[src/include/flash_host_pkg.sv]
// package: constants, register map and types of the parallel flash host controller
// assumes a 40 MHz clock and an 8-bit asynchronous flash with 18 address lines
package flash_host_pkg;

	// ----------------------------------------------------------------
	// widths
	// ----------------------------------------------------------------
	localparam int ADDR_W = 18;
	localparam int SECT_W = 10;
	localparam int LONG_W = 20;

	typedef logic [LONG_W-1:0] long_t;
	typedef logic [3:0]        short_t;

	// ----------------------------------------------------------------
	// timing
	// ----------------------------------------------------------------
	localparam int CLK_PS      = 25000;
	localparam int TWP_NS      = 90;
	localparam int TWPH_NS     = 100;
	localparam int TACC_NS     = 150;
	localparam int TOEHP_NS    = 150;
	localparam int BYTE_LOAD_WINDOW_US     = 150;
	localparam int TWC_MS      = 10;
	localparam short_t WP_CYC   = short_t'((TWP_NS * 1000 + CLK_PS - 1) / CLK_PS);
	localparam short_t WPH_CYC  = short_t'((TWPH_NS * 1000 + CLK_PS - 1) / CLK_PS);
	localparam short_t ACC_CYC  = short_t'((TACC_NS * 1000 + CLK_PS - 1) / CLK_PS);
	localparam short_t OEHP_CYC = short_t'((TOEHP_NS * 1000 + CLK_PS - 1) / CLK_PS);
	localparam int BLC_CYC_DEF  = (BYTE_LOAD_WINDOW_US * 1000000) / CLK_PS;
	localparam int TWC_CYC_DEF  = (TWC_MS * 1000) * (1000000 / CLK_PS);

	// ----------------------------------------------------------------
	// register map (byte offsets) and fields
	// ----------------------------------------------------------------
	localparam logic [7:0] OFS_CMD    = 8'h00;
	localparam logic [7:0] OFS_ADDR   = 8'h04;
	localparam logic [7:0] OFS_WDATA  = 8'h08;
	localparam logic [7:0] OFS_RDATA  = 8'h0c;
	localparam logic [7:0] OFS_STATUS = 8'h10;
	localparam logic [7:0] OFS_ISTAT  = 8'h14;
	localparam logic [7:0] OFS_IMASK  = 8'h18;
	localparam int ST_BUSY    = 0;
	localparam int ST_LOADING = 1;
	localparam int ST_COUNT   = 4;
	localparam int EV_DONE = 0;
	localparam int EV_PROG = 1;
	localparam int EV_ERR  = 2;
	localparam int EV_WIN  = 3;
	localparam logic [1:0] RESP_OKAY   = 2'h0;
	localparam logic [1:0] RESP_SLVERR = 2'h2;

	typedef enum logic [1:0] {
		OP_READ = 2'h0,
		OP_LOAD = 2'h1,
		OP_CMD  = 2'h2,
		OP_POLL = 2'h3
	} op_t;

	typedef enum logic [2:0] {
		S_IDLE  = 3'h0,
		S_SETUP = 3'h1,
		S_WLOW  = 3'h2,
		S_WHIGH = 3'h3,
		S_RLOW  = 3'h4,
		S_RHIGH = 3'h5
	} state_t;

	typedef struct packed {
		logic              ce_n;
		logic              oe_n;
		logic              we_n;
		logic [ADDR_W-1:0] addr;
		logic [7:0]        dq_o;
		logic              dq_oe;
	} flash_pins_t;

	localparam flash_pins_t PINS_IDLE = '{ce_n: 1'b1, oe_n: 1'b1, we_n: 1'b1,
		addr: '0, dq_o: 8'h00, dq_oe: 1'b0};

endpackage

[src/rtl/flash_host.sv]
// module: host controller that drives a sector-programmed parallel flash by its strobes
// assumes an AXI4-Lite master on the register side and the flash pins on the other
//
// How it works
// - during each sector load byte, the upper address carries that sector's address
// - each next byte load starts within the byte load window, else programming begins
// - after protection enable, a full sector is loaded; loaded-byte count is reported
// - only a change of toggle bit between two reads means still busy
// - toggle polling keeps the same address on every read
// - command cycles use only the low fifteen address bits and byte data
//
// Implementation choices: the placing of the registers and the AXI4-Lite interface to the registers.
`timescale 1ns/1ps
`default_nettype none

module flash_host
	import flash_host_pkg::*;
#(
	parameter int unsigned BLC_CYCLES = BLC_CYC_DEF,
	parameter int unsigned TWC_CYCLES = TWC_CYC_DEF
) (
	input  wire logic              CLK,
	input  wire logic              RST_N,
	input  wire logic [7:0]        S_AXI_AWADDR,
	input  wire logic              S_AXI_AWVALID,
	output logic                   S_AXI_AWREADY,
	input  wire logic [31:0]       S_AXI_WDATA,
	input  wire logic [3:0]        S_AXI_WSTRB,
	input  wire logic              S_AXI_WVALID,
	output logic                   S_AXI_WREADY,
	output logic [1:0]             S_AXI_BRESP,
	output logic                   S_AXI_BVALID,
	input  wire logic              S_AXI_BREADY,
	input  wire logic [7:0]        S_AXI_ARADDR,
	input  wire logic              S_AXI_ARVALID,
	output logic                   S_AXI_ARREADY,
	output logic [31:0]            S_AXI_RDATA,
	output logic [1:0]             S_AXI_RRESP,
	output logic                   S_AXI_RVALID,
	input  wire logic              S_AXI_RREADY,
	output logic                   IRQ,
	output logic                   CE_N,
	output logic                   OE_N,
	output logic                   WE_N,
	output logic [ADDR_W-1:0]      ADDR,
	output logic [7:0]             DQ_O,
	output logic                   DQ_OE,
	input  wire logic [7:0]        DQ_I
);

	// ----------------------------------------------------------------
	// state
	// ----------------------------------------------------------------
	state_t            state, next_state;
	op_t               op, next_op;
	short_t            cnt, next_cnt;
	flash_pins_t       pins, next_pins;
	logic [7:0]        rdata, next_rdata;
	logic              have_prev, next_have_prev;
	logic              prev_t6, next_prev_t6;
	logic              loading, next_loading;
	long_t             win_cnt, next_win_cnt;
	long_t             poll_cnt, next_poll_cnt;
	logic [SECT_W-1:0] sector, next_sector;
	logic [8:0]        load_count, next_load_count;
	logic [3:0]        ev, next_ev;

	logic              aw_held, next_aw_held;
	logic [7:0]        aw_addr, next_aw_addr;
	logic              w_held, next_w_held;
	logic [31:0]       w_data, next_w_data;
	logic              awready, next_awready;
	logic              wready, next_wready;
	logic              arready, next_arready;
	logic              bvalid, next_bvalid;
	logic [1:0]        bresp, next_bresp;
	logic              rvalid, next_rvalid;
	logic [31:0]       rdout, next_rdout;
	logic [1:0]        rresp, next_rresp;
	logic [ADDR_W-1:0] reg_addr, next_reg_addr;
	logic [7:0]        reg_wdata, next_reg_wdata;
	logic [3:0]        istat, next_istat;
	logic [3:0]        imask, next_imask;
	logic              irq, next_irq;
	logic              start;
	op_t               start_op;

	// ----------------------------------------------------------------
	// register read decode
	// ----------------------------------------------------------------
	function automatic logic [32:0] reg_read(input logic [7:0] a);
		logic [31:0] d;
		logic        hit;
		d   = 32'h0000_0000;
		hit = 1'b1;
		if (a == OFS_CMD) begin
			d[1:0] = op;
		end else if (a == OFS_ADDR) begin
			d[ADDR_W-1:0] = reg_addr;
		end else if (a == OFS_WDATA) begin
			d[7:0] = reg_wdata;
		end else if (a == OFS_RDATA) begin
			d[7:0] = rdata;
		end else if (a == OFS_STATUS) begin
			d[ST_BUSY]              = (state != S_IDLE);
			d[ST_LOADING]           = loading;
			d[ST_COUNT+8:ST_COUNT]  = load_count;
		end else if (a == OFS_ISTAT) begin
			d[3:0] = istat;
		end else if (a == OFS_IMASK) begin
			d[3:0] = imask;
		end else begin
			hit = 1'b0;
		end
		return {hit, d};
	endfunction

	// ----------------------------------------------------------------
	// register slave
	// ----------------------------------------------------------------
	always_comb begin
		logic [32:0] rr;
		logic [32:0] wr;
		rr              = 33'h0_0000_0000;
		wr              = reg_read(aw_addr);
		next_aw_held    = aw_held;
		next_aw_addr    = aw_addr;
		next_w_held     = w_held;
		next_w_data     = w_data;
		next_bvalid     = bvalid && !S_AXI_BREADY;
		next_bresp      = bresp;
		next_rvalid     = rvalid && !S_AXI_RREADY;
		next_rdout      = rdout;
		next_rresp      = rresp;
		next_reg_addr   = reg_addr;
		next_reg_wdata  = reg_wdata;
		next_imask      = imask;
		next_istat      = istat;
		start           = 1'b0;
		start_op        = OP_READ;
		if (S_AXI_AWVALID && awready) begin
			next_aw_held = 1'b1;
			next_aw_addr = S_AXI_AWADDR;
		end
		if (S_AXI_WVALID && wready) begin
			next_w_held = 1'b1;
			next_w_data = S_AXI_WDATA;
		end
		if (aw_held && w_held && !bvalid) begin
			next_aw_held = 1'b0;
			next_w_held  = 1'b0;
			next_bvalid  = 1'b1;
			next_bresp   = RESP_OKAY;
			if (aw_addr == OFS_CMD) begin
				start    = (state == S_IDLE);
				start_op = op_t'(w_data[1:0]);
			end else if (aw_addr == OFS_ADDR) begin
				next_reg_addr = w_data[ADDR_W-1:0];
			end else if (aw_addr == OFS_WDATA) begin
				next_reg_wdata = w_data[7:0];
			end else if (aw_addr == OFS_ISTAT) begin
				next_istat = istat & ~w_data[3:0];
			end else if (aw_addr == OFS_IMASK) begin
				next_imask = w_data[3:0];
			end else if (!wr[32]) begin
				next_bresp = RESP_SLVERR;
			end
		end
		// set wins over a same-cycle clear
		next_istat = next_istat | ev;
		if (S_AXI_ARVALID && arready) begin
			rr          = reg_read(S_AXI_ARADDR);
			next_rvalid = 1'b1;
			next_rdout  = rr[31:0];
			next_rresp  = rr[32] ? RESP_OKAY : RESP_SLVERR;
		end
		next_awready = !next_aw_held;
		next_wready  = !next_w_held;
		next_arready = !next_rvalid;
		next_irq     = |(next_istat & next_imask);
	end

	always_ff @(posedge CLK or negedge RST_N) begin
		if (!RST_N) begin
			aw_held   <= 1'b0;
			aw_addr   <= 8'h00;
			w_held    <= 1'b0;
			w_data    <= 32'h0000_0000;
			awready   <= 1'b0;
			wready    <= 1'b0;
			arready   <= 1'b0;
			bvalid    <= 1'b0;
			bresp     <= RESP_OKAY;
			rvalid    <= 1'b0;
			rdout     <= 32'h0000_0000;
			rresp     <= RESP_OKAY;
			reg_addr  <= '0;
			reg_wdata <= 8'h00;
			istat     <= 4'h0;
			imask     <= 4'h0;
			irq       <= 1'b0;
		end else begin
			aw_held   <= next_aw_held;
			aw_addr   <= next_aw_addr;
			w_held    <= next_w_held;
			w_data    <= next_w_data;
			awready   <= next_awready;
			wready    <= next_wready;
			arready   <= next_arready;
			bvalid    <= next_bvalid;
			bresp     <= next_bresp;
			rvalid    <= next_rvalid;
			rdout     <= next_rdout;
			rresp     <= next_rresp;
			reg_addr  <= next_reg_addr;
			reg_wdata <= next_reg_wdata;
			istat     <= next_istat;
			imask     <= next_imask;
			irq       <= next_irq;
		end
	end

	// ----------------------------------------------------------------
	// flash strobe sequencer
	// ----------------------------------------------------------------
	always_comb begin
		next_state      = state;
		next_op         = op;
		next_cnt        = (cnt == 4'h0) ? 4'h0 : short_t'(cnt - 4'h1);
		next_pins       = pins;
		next_rdata      = rdata;
		next_have_prev  = have_prev;
		next_prev_t6    = prev_t6;
		next_loading    = loading;
		next_win_cnt    = win_cnt;
		next_poll_cnt   = poll_cnt;
		next_sector     = sector;
		next_load_count = load_count;
		next_ev         = 4'h0;
		if (loading) begin
			if (win_cnt == '0) begin
				next_loading   = 1'b0;
				next_ev[EV_WIN] = 1'b1;
			end else begin
				next_win_cnt = long_t'(win_cnt - 1'b1);
			end
		end
		if (op == OP_POLL && state != S_IDLE && poll_cnt != '0) begin
			next_poll_cnt = long_t'(poll_cnt - 1'b1);
		end
		case (state)
			S_IDLE: begin
				if (start) begin
					next_op        = start_op;
					next_have_prev = 1'b0;
					next_poll_cnt  = long_t'(TWC_CYCLES);
					if (start_op == OP_READ || start_op == OP_POLL) begin
						next_pins      = PINS_IDLE;
						next_pins.addr = reg_addr;
						next_pins.ce_n = 1'b0;
						next_pins.oe_n = 1'b0;
						next_cnt       = short_t'(ACC_CYC - 4'h1);
						next_state     = S_RLOW;
					end else if (start_op == OP_LOAD && loading
						&& reg_addr[ADDR_W-1:8] != sector) begin
						next_ev[EV_ERR] = 1'b1;
					end else begin
						next_pins       = PINS_IDLE;
						next_pins.ce_n  = 1'b0;
						next_pins.dq_o  = reg_wdata;
						next_pins.dq_oe = 1'b1;
						next_state      = S_SETUP;
						if (start_op == OP_CMD) begin
							next_pins.addr = {3'h0, reg_addr[14:0]};
						end else begin
							next_pins.addr = reg_addr;
							next_loading   = 1'b1;
							next_win_cnt   = long_t'(BLC_CYCLES);
							if (!loading || win_cnt == '0) begin
								next_sector     = reg_addr[ADDR_W-1:8];
								next_load_count = 9'h000;
							end
						end
					end
				end
			end
			S_SETUP: begin
				next_pins.we_n = 1'b0;
				next_cnt       = short_t'(WP_CYC - 4'h1);
				next_state     = S_WLOW;
			end
			S_WLOW: begin
				if (cnt == 4'h0) begin
					next_pins.we_n = 1'b1;
					next_cnt       = short_t'(WPH_CYC - 4'h1);
					next_state     = S_WHIGH;
				end
			end
			S_WHIGH: begin
				if (cnt == 4'h0) begin
					next_pins.ce_n   = 1'b1;
					next_pins.dq_oe  = 1'b0;
					next_ev[EV_DONE] = 1'b1;
					next_state       = S_IDLE;
					if (op == OP_LOAD) begin
						next_load_count = 9'(load_count + 9'h001);
					end
				end
			end
			S_RLOW: begin
				if (cnt == 4'h0) begin
					next_rdata     = DQ_I;
					next_pins.oe_n = 1'b1;
					next_pins.ce_n = 1'b1;
					next_cnt       = short_t'(OEHP_CYC - 4'h1);
					next_state     = S_RHIGH;
				end
			end
			S_RHIGH: begin
				if (cnt == 4'h0) begin
					if (op != OP_POLL) begin
						next_ev[EV_DONE] = 1'b1;
						next_state       = S_IDLE;
					end else if (have_prev && rdata[6] == prev_t6) begin
						next_ev[EV_DONE] = 1'b1;
						next_ev[EV_PROG] = 1'b1;
						next_state       = S_IDLE;
					end else if (poll_cnt == '0) begin
						next_ev[EV_ERR] = 1'b1;
						next_state      = S_IDLE;
					end else begin
						next_prev_t6   = rdata[6];
						next_have_prev = 1'b1;
						next_pins.ce_n = 1'b0;
						next_pins.oe_n = 1'b0;
						next_cnt       = short_t'(ACC_CYC - 4'h1);
						next_state     = S_RLOW;
					end
				end
			end
			default: begin
				next_pins  = PINS_IDLE;
				next_state = S_IDLE;
			end
		endcase
	end

	always_ff @(posedge CLK or negedge RST_N) begin
		if (!RST_N) begin
			state      <= S_IDLE;
			op         <= OP_READ;
			cnt        <= 4'h0;
			pins       <= PINS_IDLE;
			rdata      <= 8'h00;
			have_prev  <= 1'b0;
			prev_t6    <= 1'b0;
			loading    <= 1'b0;
			win_cnt    <= '0;
			poll_cnt   <= '0;
			sector     <= '0;
			load_count <= 9'h000;
			ev         <= 4'h0;
		end else begin
			state      <= next_state;
			op         <= next_op;
			cnt        <= next_cnt;
			pins       <= next_pins;
			rdata      <= next_rdata;
			have_prev  <= next_have_prev;
			prev_t6    <= next_prev_t6;
			loading    <= next_loading;
			win_cnt    <= next_win_cnt;
			poll_cnt   <= next_poll_cnt;
			sector     <= next_sector;
			load_count <= next_load_count;
			ev         <= next_ev;
		end
	end

	assign S_AXI_AWREADY = awready;
	assign S_AXI_WREADY  = wready;
	assign S_AXI_ARREADY = arready;
	assign S_AXI_BVALID  = bvalid;
	assign S_AXI_BRESP   = bresp;
	assign S_AXI_RVALID  = rvalid;
	assign S_AXI_RDATA   = rdout;
	assign S_AXI_RRESP   = rresp;
	assign IRQ           = irq;
	assign CE_N          = pins.ce_n;
	assign OE_N          = pins.oe_n;
	assign WE_N          = pins.we_n;
	assign ADDR          = pins.addr;
	assign DQ_O          = pins.dq_o;
	assign DQ_OE         = pins.dq_oe;
endmodule

`default_nettype wire

[config.mk]
export PLATFORM = sky130hd
export DESIGN_NAME = flash_host
export DESIGN_NICKNAME = d
export VERILOG_FILES = /design/src/include/flash_host_pkg.sv /design/src/rtl/flash_host.sv
export SDC_FILE = /design/constraint.sdc
export NUM_CORES = 1
export LEC_CHECK = 0
export CORE_MARGIN = 2
export CORE_UTILIZATION = 50
export DETAILED_ROUTE_END_ITERATION = 12
export DONT_BUFFER_PORTS = 1
export HOLD_SLACK_MARGIN = 0.06
export MAX_ROUTING_LAYER = met4
export PLACE_DENSITY = 0.63
export SYNTH_ARGS = -nofsm -noshare
export SYNTH_HDL_FRONTEND = slang
export SYNTH_SLANG_ARGS = --single-unit
[constraint.sdc]
create_clock -name CLK -period 6.6 [get_ports CLK]
set_input_delay 0.33 -clock CLK [delete_from_list [all_inputs] [get_ports CLK]]
set_output_delay 0.33 -clock CLK [all_outputs]
set_load 0.01 [all_outputs]
Word level (Yosys, flattened, before mapping)
Index checks and enable logic that the tools add are counted. W data, S select, Z words.

Register bits: 203. Output and inout bits: 72. Word-level logic and storage cells: 286.

Add/subtract/negate cells: 4. Equal/unequal tests: 39. Muxes and demuxes: 139. Bitwise gates (word level): 17. Reductions and logical operators: 52.

Operators with widths (count): $mux W20 (10); $mux W30 (3); $mux W4 (22); $mux W9 (8); $pmux W26 S2 (1); $eq A8 B5 Y1 const B (6); $mux W1 (47); $logic_not A20 Y1 (2); $sub A20 B1 Y20 const B (2); $mux W2 (19); $mux W3 (11); $eq A8 B4 Y1 const B (4); $ne A2 B2 Y1 const B (13); $pmux W4 S5 (1); $reduce_bool A20 Y1 (1); $mux W18 (1); $pmux W3 S6 (1); $pmux W9 S2 (1); $reduce_and A6 Y1 (3); $eq A8 B3 Y1 const B (2); $logic_not A8 Y1 (2); $mux W16 (1); $mux W8 (2); $reduce_and A8 Y1 (2); other kinds (38) (86).

Longest topological paths before layout
Gate-level depths: netlist (run 1).

Depth in word-level cells: 14. Gate-level depth with buffers: 12. Depth with buffers taken out: 10.

Least setup slack after synthesis (run 1)
No wires, ideal clock.

Path type: register -> register. From: register aw_addr[0]. To: register sector[6]. Arrival: 3.242 ns. Data required time: 6.475 ns. Setup slack: 3.233 ns. Cell stages (with the launch flop): 12. Buffers on the path: 3. Cells stage by stage: dfrtp_1 -> or4_1 -> nor3_1 -> buf_2 -> and2_1 -> nand2_1 -> ha_1 -> clkbuf_1 -> or3_1 -> nor3_4 -> buf_4 -> mux2_2.

Cells in the longest elaborated chain, start to end: 8. Elaborated cells between the ends (all ways): 16. Classes of those cells: eq/ne: 3; mux: 4; bitwise: 3; reduce/logical: 6.

Ends and longest elaborated chain: start, declared (line flash_host.sv:69) `logic [7:0] aw_addr, next_aw_addr;`; start signal, assigned (line flash_host.sv:204) `aw_addr <= next_aw_addr;`; $logic_not A8 Y1 * (line flash_host.sv:154) `if (aw_addr == OFS_CMD) begin`; $mux W2 (line flash_host.sv:154); $mux W2 (line flash_host.sv:149) `if (aw_held && w_held && !bvalid) begin`; $eq A2 B1 Y1 (line flash_host.sv:264) `end else if (start_op == OP_LOAD && loading`; $logic_and A1 B1 Y1 (line flash_host.sv:264); $logic_and A1 B1 Y1 (line flash_host.sv:265) `&& reg_addr[ADDR_W-1:8] != sector) begin`; $not A1 Y1 (no source line); $reduce_and A6 Y1 (no source line) *; end signal, assigned (line flash_host.sv:374) `sector <= next_sector;`; end, declared (line flash_host.sv:64) `logic [SECT_W-1:0] sector, next_sector;`.

Every way passes the cells marked *; elsewhere a longest branch is shown, timed or not. A chain may end at the register's enable or synchronous reset.

Worst setup path in the final report (run 1)
From: register aw_addr[0]. To: register load_count[1].

Cells in the longest elaborated chain, start to end: 8. Elaborated cells between the ends (all ways): 17. Classes of those cells: eq/ne: 7; mux: 4; reduce/logical: 6.

Ends and longest elaborated chain: $logic_not A8 Y1 * (line flash_host.sv:154); $mux W2 (line flash_host.sv:154); $mux W2 (line flash_host.sv:149); $eq A2 B1 Y1 (line flash_host.sv:264); $logic_and A1 B1 Y1 (line flash_host.sv:264); $logic_and A1 B1 Y1 (line flash_host.sv:265); $ne A2 B2 Y1 (no source line); $reduce_and A8 Y1 (no source line) *; end signal, assigned (line flash_host.sv:375) `load_count <= next_load_count;`; end, declared (line flash_host.sv:65) `logic [8:0] load_count, next_load_count;`.

Marks and branches as above.

==> results.md, run 1 <==
* Setup crit end kind: flop
* Post-CTS Repair Setup Buffers at 0
* Starting Density at 0.5132
* Post-Synthesis Cells at 877
* Slew Viols, Final at 0
* Most common cell after layout, fill and taps aside: dfrtp_1
* Maximum vdd drop at 0.2178 mV
* Max_cap viols at 0
* Row Count at 49
* Clk Latency, worst-skew pair at 0.50 ns
* First-pass GRT wire length at 36.55 mm
* Clock-pin transition on the worst setup and hold timing paths at 0.06 ns
* Fin area at 0.01050 sq mm
* Period minus WS final at 4.273 ns
* Sinks on the clock net at 201
* Main synth FF type: dfrtp_1
* Worst R2R End: load_count[1]
* Die W at 140.5 um
* GPL Wtd Cong at 0.9128
* Initial antenna violation count at 0
* Worst hold path class: input pin to flop
* Peak Freq at 0.2340 GHz
* Clock Path Buffers at 3
* CTS Buf Count at 22
* Residual DRC at 0
* Synth area leaders: dfrtp_1, mux2_2, o21ai_0
* Post-Syn Area at 0.009313 sq mm
* Worst EP arrival at 4.66 ns
* Critical path's top delay family: simple AND/OR/NAND/NOR gates
* Setup CP Type: flop to flop
* RSZ-0062 raised after global routing: no
* Pre-CTS setup slack at 2.326 ns
* DR WL/cell at 19.50 um
* Dpl hpwl at 14.99 mm
* Fin. Hold Viols at 0
* Share of cells above drive strength 1 at 0.1468
* Area share of the largest cell type after synthesis at 0.5320
* TritonRoute pass-1 iters at 4
* Die span in y at 140.5 um
* Cell breakdown of the critical path: or4_1 -> nor3_1 -> and2_1 -> nand2_1 -> ha_1 -> or3_1 -> nor3_4 -> nor2_1 -> mux2_2
* Most frequent cells in the layout: dfrtp_1, nand2_1, mux2_2
* Initial DRC count at 522
* R2R setup slack at 2.33 ns
* Yosys reg bits at 201
* Crit-path slowest cell: nor3_1
* Worst Hold Endpoint: S_AXI_RDATA[3]
* Dpl cell area at 0.009398 sq mm
* Pwr per Cell Area at 316.1 mW/mm^2
* Hold buffers post-CTS at 40
* Mean area per synthesized cell at 10.62 sq um
* Max stage delay on crit path at 0.75 ns
* Tcrit/Tclk final at 0.6474
* ANT cells at 0
* Hold Path Origin: S_AXI_ARADDR[2]
* Final setup fails at 0
* Leak at 4.842 nW
* Share of async-settable or async-resettable flops after synthesis at 1.000
* Cells on worst reg2reg path at 9
* Yosys warnings at 0
* Min-Delay Path Depth at 2
* Setup tns final at 0 ns
* Port Buffer Count at 0
* WL final at 22.26 mm
* DR vias/cell at 5.876
* Root Buffer: clkbuf_16
* Total number of vias at 6710
* Status: finished, final reports clean
* Largest net degree at the start of global routing at 202
* Die area at 0.01973 sq mm
* Final WS setup at 2.327 ns
* Register area share after synthesis at 0.5405
* Area growth syn-to-layout at 12.76%
* Worst slew pin tran at 1.228 ns
* Ports at 139
* Gr usage total at 0.2378
* Worst EP required at 6.99 ns
* H-tree Lvls at 1
* Cell variety after synth at 63
* Post-synth EDFFs at 0
* GR Overflow Total at 0
* Critical path buffer and inverter count at 0
* Final ANT Viol Nets at 0
* Final net count at 976
* Critical path launch point type: flop
* Vias in the first global route at 6854
* Worst rel slew slack at 0.1804
* Final Skew at 0.007914 ns
* Yosys top cell by area: dfrtp_1
* Critical-path maximum fanout at 18
* CTS tree: yes
* Post-CTS Resized at 0
* Core area at 0.01815 sq mm
* Reg2reg start: aw_addr[0]
-- where the power goes --
group / total (mW) / switching (mW) / leakage [nW] / internal [mW]
logic: 0.489 / 0.239 / 1.82 / 0.250
registers: 1.66 / 0.217 / 2.68 / 1.44
clock network: 1.17 / 0.469 / 0.341 / 0.704
total: 3.32 / 0.926 / 4.84 / 2.39
-- layer usage --
| layer | wire (um) | track usage | vias up |
|---|---|---|---|
| met5 | 0 | - | - |
| met2 | 10880 | 0.3800 | 147 |
| li1 | - | - | 3112 |
| met4 | 490 | 0.07158 | 0 |
| met3 | 1001 | 0.03795 | 38 |
| met1 | 9896 | 0.3169 | 3413 |
-- state kept, by name, summed over array words and instances (netlist names), 9 cells and up --
register,cells
ADDR,18
w_data,18
poll_cnt,20
load_count,9
win_cnt,20
reg_addr,18
S_AXI_RDATA,18
sector,10
-- worst register-to-register path, cell delays in order, from the launching register on --
cell and delay (ns):
dfrtp_1 0.37, or4_1 0.59, nor3_1 0.75, and2_1 0.30
nand2_1 0.09, ha_1 0.44, or3_1 0.46, nor3_4 0.68
nor2_1 0.17, mux2_2 0.31
-- worst max path at each step --
stage,from,endpoint,slack (ns),cells after the start
floorplan,aw_addr[0],sector[6],3.23,11
global placement,aw_addr[0],load_count[1],2.40,9
detailed placement,aw_addr[0],load_count[1],2.33,9
CTS,aw_addr[0],load_count[1],2.31,9
global route,aw_addr[0],ADDR[11],2.06,8
finish,aw_addr[0],load_count[1],2.33,9
-- per-stage QoR --
stage	instances	util	hold WS, ns	power [mW]
4_1_cts	1142	0.5787	0.07724	3.346
5_1_grt	1142	0.5787	0.1087	3.482
3_3_place_gp	1066	0.5179	0.04496	2.097
2_1_floorplan	892	-	0.03441	1.976
3_5_place_dp	1066	0.5179	0.04586	2.124
6_report	1142	0.5787	0.09950	3.319
-- cell type report --
| type | count | area [sq um] |
|---|---|---|
| Fill cell | 1504 | 7646 |
| Clock buffer | 31 | 635.6 |
| Tap cell | 229 | 286.5 |
| Inverter | 18 | 67.56 |
| Sequential cell | 201 | 5034 |
| Clock inverter | 5 | 50.05 |
| Multi-Input combinational cell | 615 | 3988 |
| Timing Repair Buffer | 43 | 440.4 |
-- Yosys cell counts (6+ instances only) --
cell / instances
inv_1: 18
or3_1: 19
a22oi_1: 6
mux2_2: 79
nand3_1: 38
ha_1: 8
and3_1: 6
or4_1: 8
buf_4: 17
o21ai_0: 78
clkbuf_1: 34
xnor2_1: 20
nor4_1: 11
nand2_1: 101
nand4_1: 9
a21oi_1: 22
xor2_1: 25
a31oi_1: 6
mux2i_1: 7
nor2_1: 59
dfrtp_1: 198
nor3_1: 19
-- logic make-up after synthesis --
kind of cell,share of synthesized area
adders and majority gates,0.01075
AOI/OAI and AO/OA,0.09714
and+or+nand+nor,0.1670
DFF,0.5405
muxes,0.1030
other,0.0004027
buffers and inverters,0.03883
xor gates and xnor gates,0.04232
No activity file was read; power rests on OpenSTA's default activity.
==> run 2: changes to the inputs <==
==> constraint.sdc (replaced) <==
create_clock -name CLK -period 4.4 [get_ports CLK]
set_input_delay 0.22 -clock CLK [delete_from_list [all_inputs] [get_ports CLK]]
set_output_delay 0.22 -clock CLK [all_outputs]
set_load 0.01 [all_outputs]
==> results.md, run 2 (synthesis results as in run 1) <==
* Critical path launch point type: flop
* Maximum vdd drop at 0.2959 mV (+36%)
* Row Count at 49 (unchanged)
* Worst EP arrival at 3.99 ns (-0.67 ns)
* Setup crit end kind: flop
* Top flop regs: poll_cnt: 20 flops, win_cnt: 20 flops
* Worst rel slew slack at 0.2011 (+0.02067)
* Leak at 4.897 nW (+1.1%)
* Clock-pin transition on the worst setup and hold timing paths at 0.06 ns (about the same)
* Pwr per Cell Area at 477.4 mW/mm^2 (+51%)
* Dpl cell area at 0.009435 sq mm (+0.40%)
* H-tree Lvls at 1 (unchanged)
* Worst EP required at 4.79 ns (-2.20 ns)
* Fin. Hold Viols at 201 (+201)
* Setup CP Type: flop to flop
* ANT cells at 0 (unchanged)
* Worst hold slack at -0.5857 ns (-0.6852 ns)
* DR vias/cell at 5.827 (-0.82%)
* Crit-path slowest cell: or4_1
* Share of cells above drive strength 1 at 0.1582 (+0.01141)
* Pre-CTS setup slack at 0.8176 ns (-1.508 ns)
* Root Buffer: clkbuf_16
* Final ANT Viol Nets at 0 (unchanged)
* Final Skew at 0.008864 ns (+0.0009498 ns)
* RSZ-0062 raised after global routing: no
* Critical-path maximum fanout at 13 (-5)
* Sinks on the clock net at 201 (unchanged)
* First-pass GRT wire length at 35.84 mm (-1.9%)
* Cell breakdown of the critical path: or4_1 -> nor3_1 -> buf_4 -> and3_1 -> ha_1 -> or3_1 -> nor3_4 -> nor2_1 -> mux2_2
* Critical path buffer and inverter count at 1 (+1)
* Post-CTS Resized at 0 (unchanged)
* DR WL/cell at 19.50 um (about the same)
* Post-CTS Repair Setup Buffers at 0 (unchanged)
* Initial DRC count at 577 (+11%)
* Fin cells at 1152 (+0.88%)
* Starting Density at 0.5132 (unchanged)
* Max stage delay on crit path at 0.59 ns (-0.16 ns)
* Worst slew pin tran at 1.198 ns (-0.02969 ns)
* Fin area at 0.01061 sq mm (+0.99%)
* CTS Buf Count at 22 (unchanged)
* DP Cell Count at 1071 (+0.47%)
* GR Overflow Total at 0 (unchanged)
* Final WS setup at 0.8020 ns (-1.525 ns)
* Tcrit/Tclk final at 0.8177 (+0.1703)
* Die W at 140.5 um (unchanged)
* Final setup fails at 0 (unchanged)
* Status: finished, violations left
* Peak Freq at 0.2779 GHz (+19%)
* Period minus WS final at 3.598 ns (-0.6748 ns)
* Critical path's top delay family: simple AND/OR/NAND/NOR gates
* Final net count at 982 (+0.61%)
* Port Buffer Count at 0 (unchanged)
* Total number of vias at 6713 (+0.045%)
* Initial antenna violation count at 0 (unchanged)
* Gr usage total at 0.2337 (-0.004176)
* Failing checks: hold timing
* Clock Path Buffers at 3 (unchanged)
* Die area at 0.01973 sq mm (unchanged)
* Hold buffers post-CTS at 41 (+2.5%)
* TritonRoute pass-1 iters at 6 (+2)
* WL final at 22.46 mm (+0.88%)
* Setup tns final at 0 ns (unchanged)
* Core area at 0.01815 sq mm (unchanged)
* Area growth syn-to-layout at 13.88%
* Worst hold path class: input pin to async pin
* Die span in y at 140.5 um (unchanged)
* Largest net degree at the start of global routing at 202 (unchanged)
* Residual DRC at 0 (unchanged)
* Clk Latency, worst-skew pair at 0.50 ns (about the same)
* Most frequent cells in the layout: dfrtp_1, nand2_1, mux2_2
* Dpl hpwl at 14.98 mm (about the same)
* CTS tree: yes
* GPL Wtd Cong at 0.8696 (-4.7%)
* Max_cap viols at 0 (unchanged)
* Overall power at 5.063 mW (+53%)
* Most common cell after layout, fill and taps aside: dfrtp_1
* Ports at 139 (unchanged)
* Slew Viols, Final at 0 (unchanged)
* Vias in the first global route at 6776 (-1.1%)
==> run 2: final cells by class <==
class                   instances  area, sq um
repair buffers                 49        470.5
multi-input cells             615         3988
well taps                     229        286.5
clock inverters                 8        70.07
inverters                      18        67.56
fillers                      1518         7542
clock buffers                  32        689.4
flip-flops and latches        201         5034
==> run 2: final timing paths <==
check / startpoint / to / slack, ns / cells past startpoint
worst max-delay path: aw_addr[0] / load_count[1] / 0.80 / 9
worst min-delay path: RST_N / win_cnt[6] / -0.59 / 0
worst max register to register: aw_addr[0] / load_count[1] / 0.80 / 9
worst min register to register: ev[0] / istat[0] / 0.46 / 1
max in group asynchronous: RST_N / sector[6] / 4.69 / 0
min in group CLK: S_AXI_ARADDR[4] / S_AXI_RDATA[1] / 0.07 / 4
==> run 2: report_power, final <==
part / switching (mW) / internal [mW] / total, mW
sequential: 0.315 / 2.16 / 2.47
combinational: 0.341 / 0.377 / 0.717
clock: 0.728 / 1.14 / 1.87
total: 1.38 / 3.68 / 5.06
==> run 2: routing by layer <==
metal  wire, um  GRT usage
met5          0          -
met3        987    0.03795
met1      10180     0.3118
met2      10720     0.3741
met4        566    0.06632
==> run 2: through the flow <==
step,hold slack (ns),util
floorplan,-0.07559,-
global placement,-0.06598,0.5199
detailed placement,-0.06661,0.5199
CTS,-0.5996,0.5844
global route,-0.6031,0.5844
finish,-0.5857,0.5844
==> run 3: changes to the inputs <==
--- a/config.mk
+++ b/config.mk
@@ -11,7 +11,7 @@
 export DONT_BUFFER_PORTS = 1
 export HOLD_SLACK_MARGIN = 0.06
 export MAX_ROUTING_LAYER = met4
-export PLACE_DENSITY = 0.63
+export PLACE_DENSITY = 0.66
 export SYNTH_ARGS = -nofsm -noshare
 export SYNTH_HDL_FRONTEND = slang
 export SYNTH_SLANG_ARGS = --single-unit
==> constraint.sdc (replaced) <==
create_clock -name CLK -period 3.1 [get_ports CLK]
set_input_delay 0.155 -clock CLK [delete_from_list [all_inputs] [get_ports CLK]]
set_output_delay 0.155 -clock CLK [all_outputs]
set_load 0.01 [all_outputs]
==> results.md, run 3 (synthesis results as in run 1) <==
* Cells on worst reg2reg path at 9 (unchanged)
* Initial antenna violation count at 1 (+1)
* Maximum vdd drop at 0.6558 mV (+120%)
* Gr usage total at 0.2317 (-0.001956)
* Final setup fails at 0 (unchanged)
* Initial DRC count at 469 (-19%)
* Core area at 0.01815 sq mm (unchanged)
* Slew Viols, Final at 0 (unchanged)
* Most frequent cells in the layout: dfrtp_1, nand2_1, mux2_2
* FILL cells at 1504 (-0.92%)
* Reg power frac at 0.488 (about the same)
* Final WS setup at 0.1316 ns (-0.6704 ns)
* DR vias/cell at 5.811 (-0.28%)
* Clock Path Buffers at 3 (unchanged)
* Share of cells above drive strength 1 at 0.1825 (+0.02431)
* DR WL/cell at 18.75 um (-3.8%)
* DP Cell Count at 1092 (+2.0%)
* Total number of vias at 6845 (+2.0%)
* Crit-path slowest cell: or4_4
* CTS tree: yes
* Sinks on the clock net at 201 (unchanged)
* Port Buffer Count at 0 (unchanged)
* Worst slew pin tran at 1.055 ns (-0.1432 ns)
* Pwr per Cell Area at 663.0 mW/mm^2 (+39%)
* Worst rel slew slack at 0.2948 (+0.09374)
* GR Overflow Total at 0 (unchanged)
* Setup tns final at 0 ns (unchanged)
* WL final at 22.09 mm (-1.6%)
* Cell breakdown of the critical path: or4_4 -> nor3_4 -> and3_4 -> inv_1 -> ha_1 -> or3_4 -> nor3_4 -> buf_4 -> mux2_2
* Dpl hpwl at 14.40 mm (-3.9%)
* Most common cell after layout, fill and taps aside: dfrtp_1
* Worst hold slack at -0.6417 ns (-0.05603 ns)
* Ports at 139 (unchanged)
* RSZ-0062 raised after global routing: no
* Die W at 140.5 um (unchanged)
* Leak at 5.006 nW (+2.2%)
* Final ANT Viol Nets at 0 (unchanged)
* Critical path's top delay family: simple AND/OR/NAND/NOR gates
* Starting Density at 0.5132 (unchanged)
* GPL Wtd Cong at 0.8684 (-0.14%)
* Clk Latency, worst-skew pair at 0.51 ns (about the same)
* H-tree Lvls at 1 (unchanged)
* TritonRoute pass-1 iters at 5 (-1)
* Comb pwr share at 0.156 (+0.014)
* Row Count at 49 (unchanged)
* Vias in the first global route at 6674 (-1.5%)
* Internal power at 5.179 mW (+41%)
* Root Buffer: clkbuf_16
* Die span in y at 140.5 um (unchanged)
* Clock-pin transition on the worst setup and hold timing paths at 0.06 ns (about the same)
* Psw at 1.989 mW (+44%)
* First-pass GRT wire length at 35.50 mm (-0.94%)
* Worst EP arrival at 3.35 ns (-0.64 ns)
* Critical path launch point type: flop
* Top flop regs: poll_cnt: 20 flops, win_cnt: 20 flops
* Period minus WS final at 2.968 ns (-0.6296 ns)
* Final Util at 0.5958 (+0.01138)
* Overall power at 7.168 mW (+42%)
* Worst EP required at 3.48 ns (-1.31 ns)
* Sw frac at 0.2775 (+0.004246)
* Tcrit/Tclk final at 0.9575 (+0.1398)
* Failing checks: hold timing
* Fin area at 0.01081 sq mm (+1.9%)
* Area growth syn-to-layout at 16.10%
* Max_cap viols at 0 (unchanged)
* Worst hold path class: input pin to async pin
* Die area at 0.01973 sq mm (unchanged)
* Fin cells at 1178 (+2.3%)
* Pre-CTS setup slack at -0.1544 ns (-0.9721 ns)
* Setup CP Type: flop to flop
* Fin. Hold Viols at 201 (unchanged)
* Setup crit end kind: flop
* Peak Freq at 0.3369 GHz (+21%)
* Dpl cell area at 0.009624 sq mm (+2.0%)
* Final Skew at 0.01871 ns (+0.009846 ns)
* Critical-path maximum fanout at 5 (-8)
* Largest net degree at the start of global routing at 202 (unchanged)
* Clock network fraction of total power at 0.355 (-0.015)
* Max stage delay on crit path at 0.56 ns (-0.03 ns)
* Final net count at 1007 (+2.5%)
* CTS Buf Count at 22 (unchanged)
* Status: finished, violations left
* Hold buffers post-CTS at 42 (+2.4%)
* Critical path buffer and inverter count at 2 (+1)
* CP Depth at 9 (unchanged)
* Residual DRC at 0 (unchanged)
* Crit-path most repeated cell: nor3_4
==> run 3: timing repair <==
action | 4_1_cts | 5_1_grt
setup buffers | 0 | 3
resized for setup | 2 | 7
setup endpoints to repair | 36 | 53
hold endpoints to repair | 250 | 201
pin swaps | 0 | 5
gates cloned | 0 | 1
==> run 3: power by group through the flow <==
stage                     Clock, mW  Combinational, mW  Sequential [mW]
after floorplan                   0              0.854             3.36
after global placement            0               1.03             3.53
after detailed placement          0               1.04             3.54
after CTS                      2.58               1.10             3.50
after global routing           2.70               1.23             3.56
final                          2.55               1.12             3.50
==> run 3: path summary, 6_finish.rpt <==
kind	start	to	slack, ns
setup / recovery	aw_addr[7]	sector[2]	0.13
hold / removal	RST_N	ADDR[7]	-0.64
setup reg to reg	aw_addr[7]	sector[2]	0.13
hold reg to reg	ev[2]	istat[2]	0.47
max in group asynchronous	RST_N	OE_N	3.50
min in group CLK	S_AXI_ARADDR[2]	S_AXI_RDATA[5]	0.07
==> run 3: layout make-up <==
type | count | area (sq um) | area share
Clock buffer | 32 | 639.4 | 0.05914
Antenna cell | 1 | 2.502 | 0.0002315
Inverter | 18 | 67.56 | 0.006249
Timing Repair Buffer | 74 | 664.4 | 0.06145
Clock inverter | 8 | 67.56 | 0.006249
Multi-Input combinational cell | 615 | 4050 | 0.3746
Tap cell | 229 | 286.5 | 0.02650
Sequential cell | 201 | 5034 | 0.4656
==> run 3: metal layers <==
layer	share of wire	GRT usage
met1	0.45	0.3104
met2	0.47	0.3643
met3	0.057	0.04410
met4	0.026	0.06632
met5	0	-
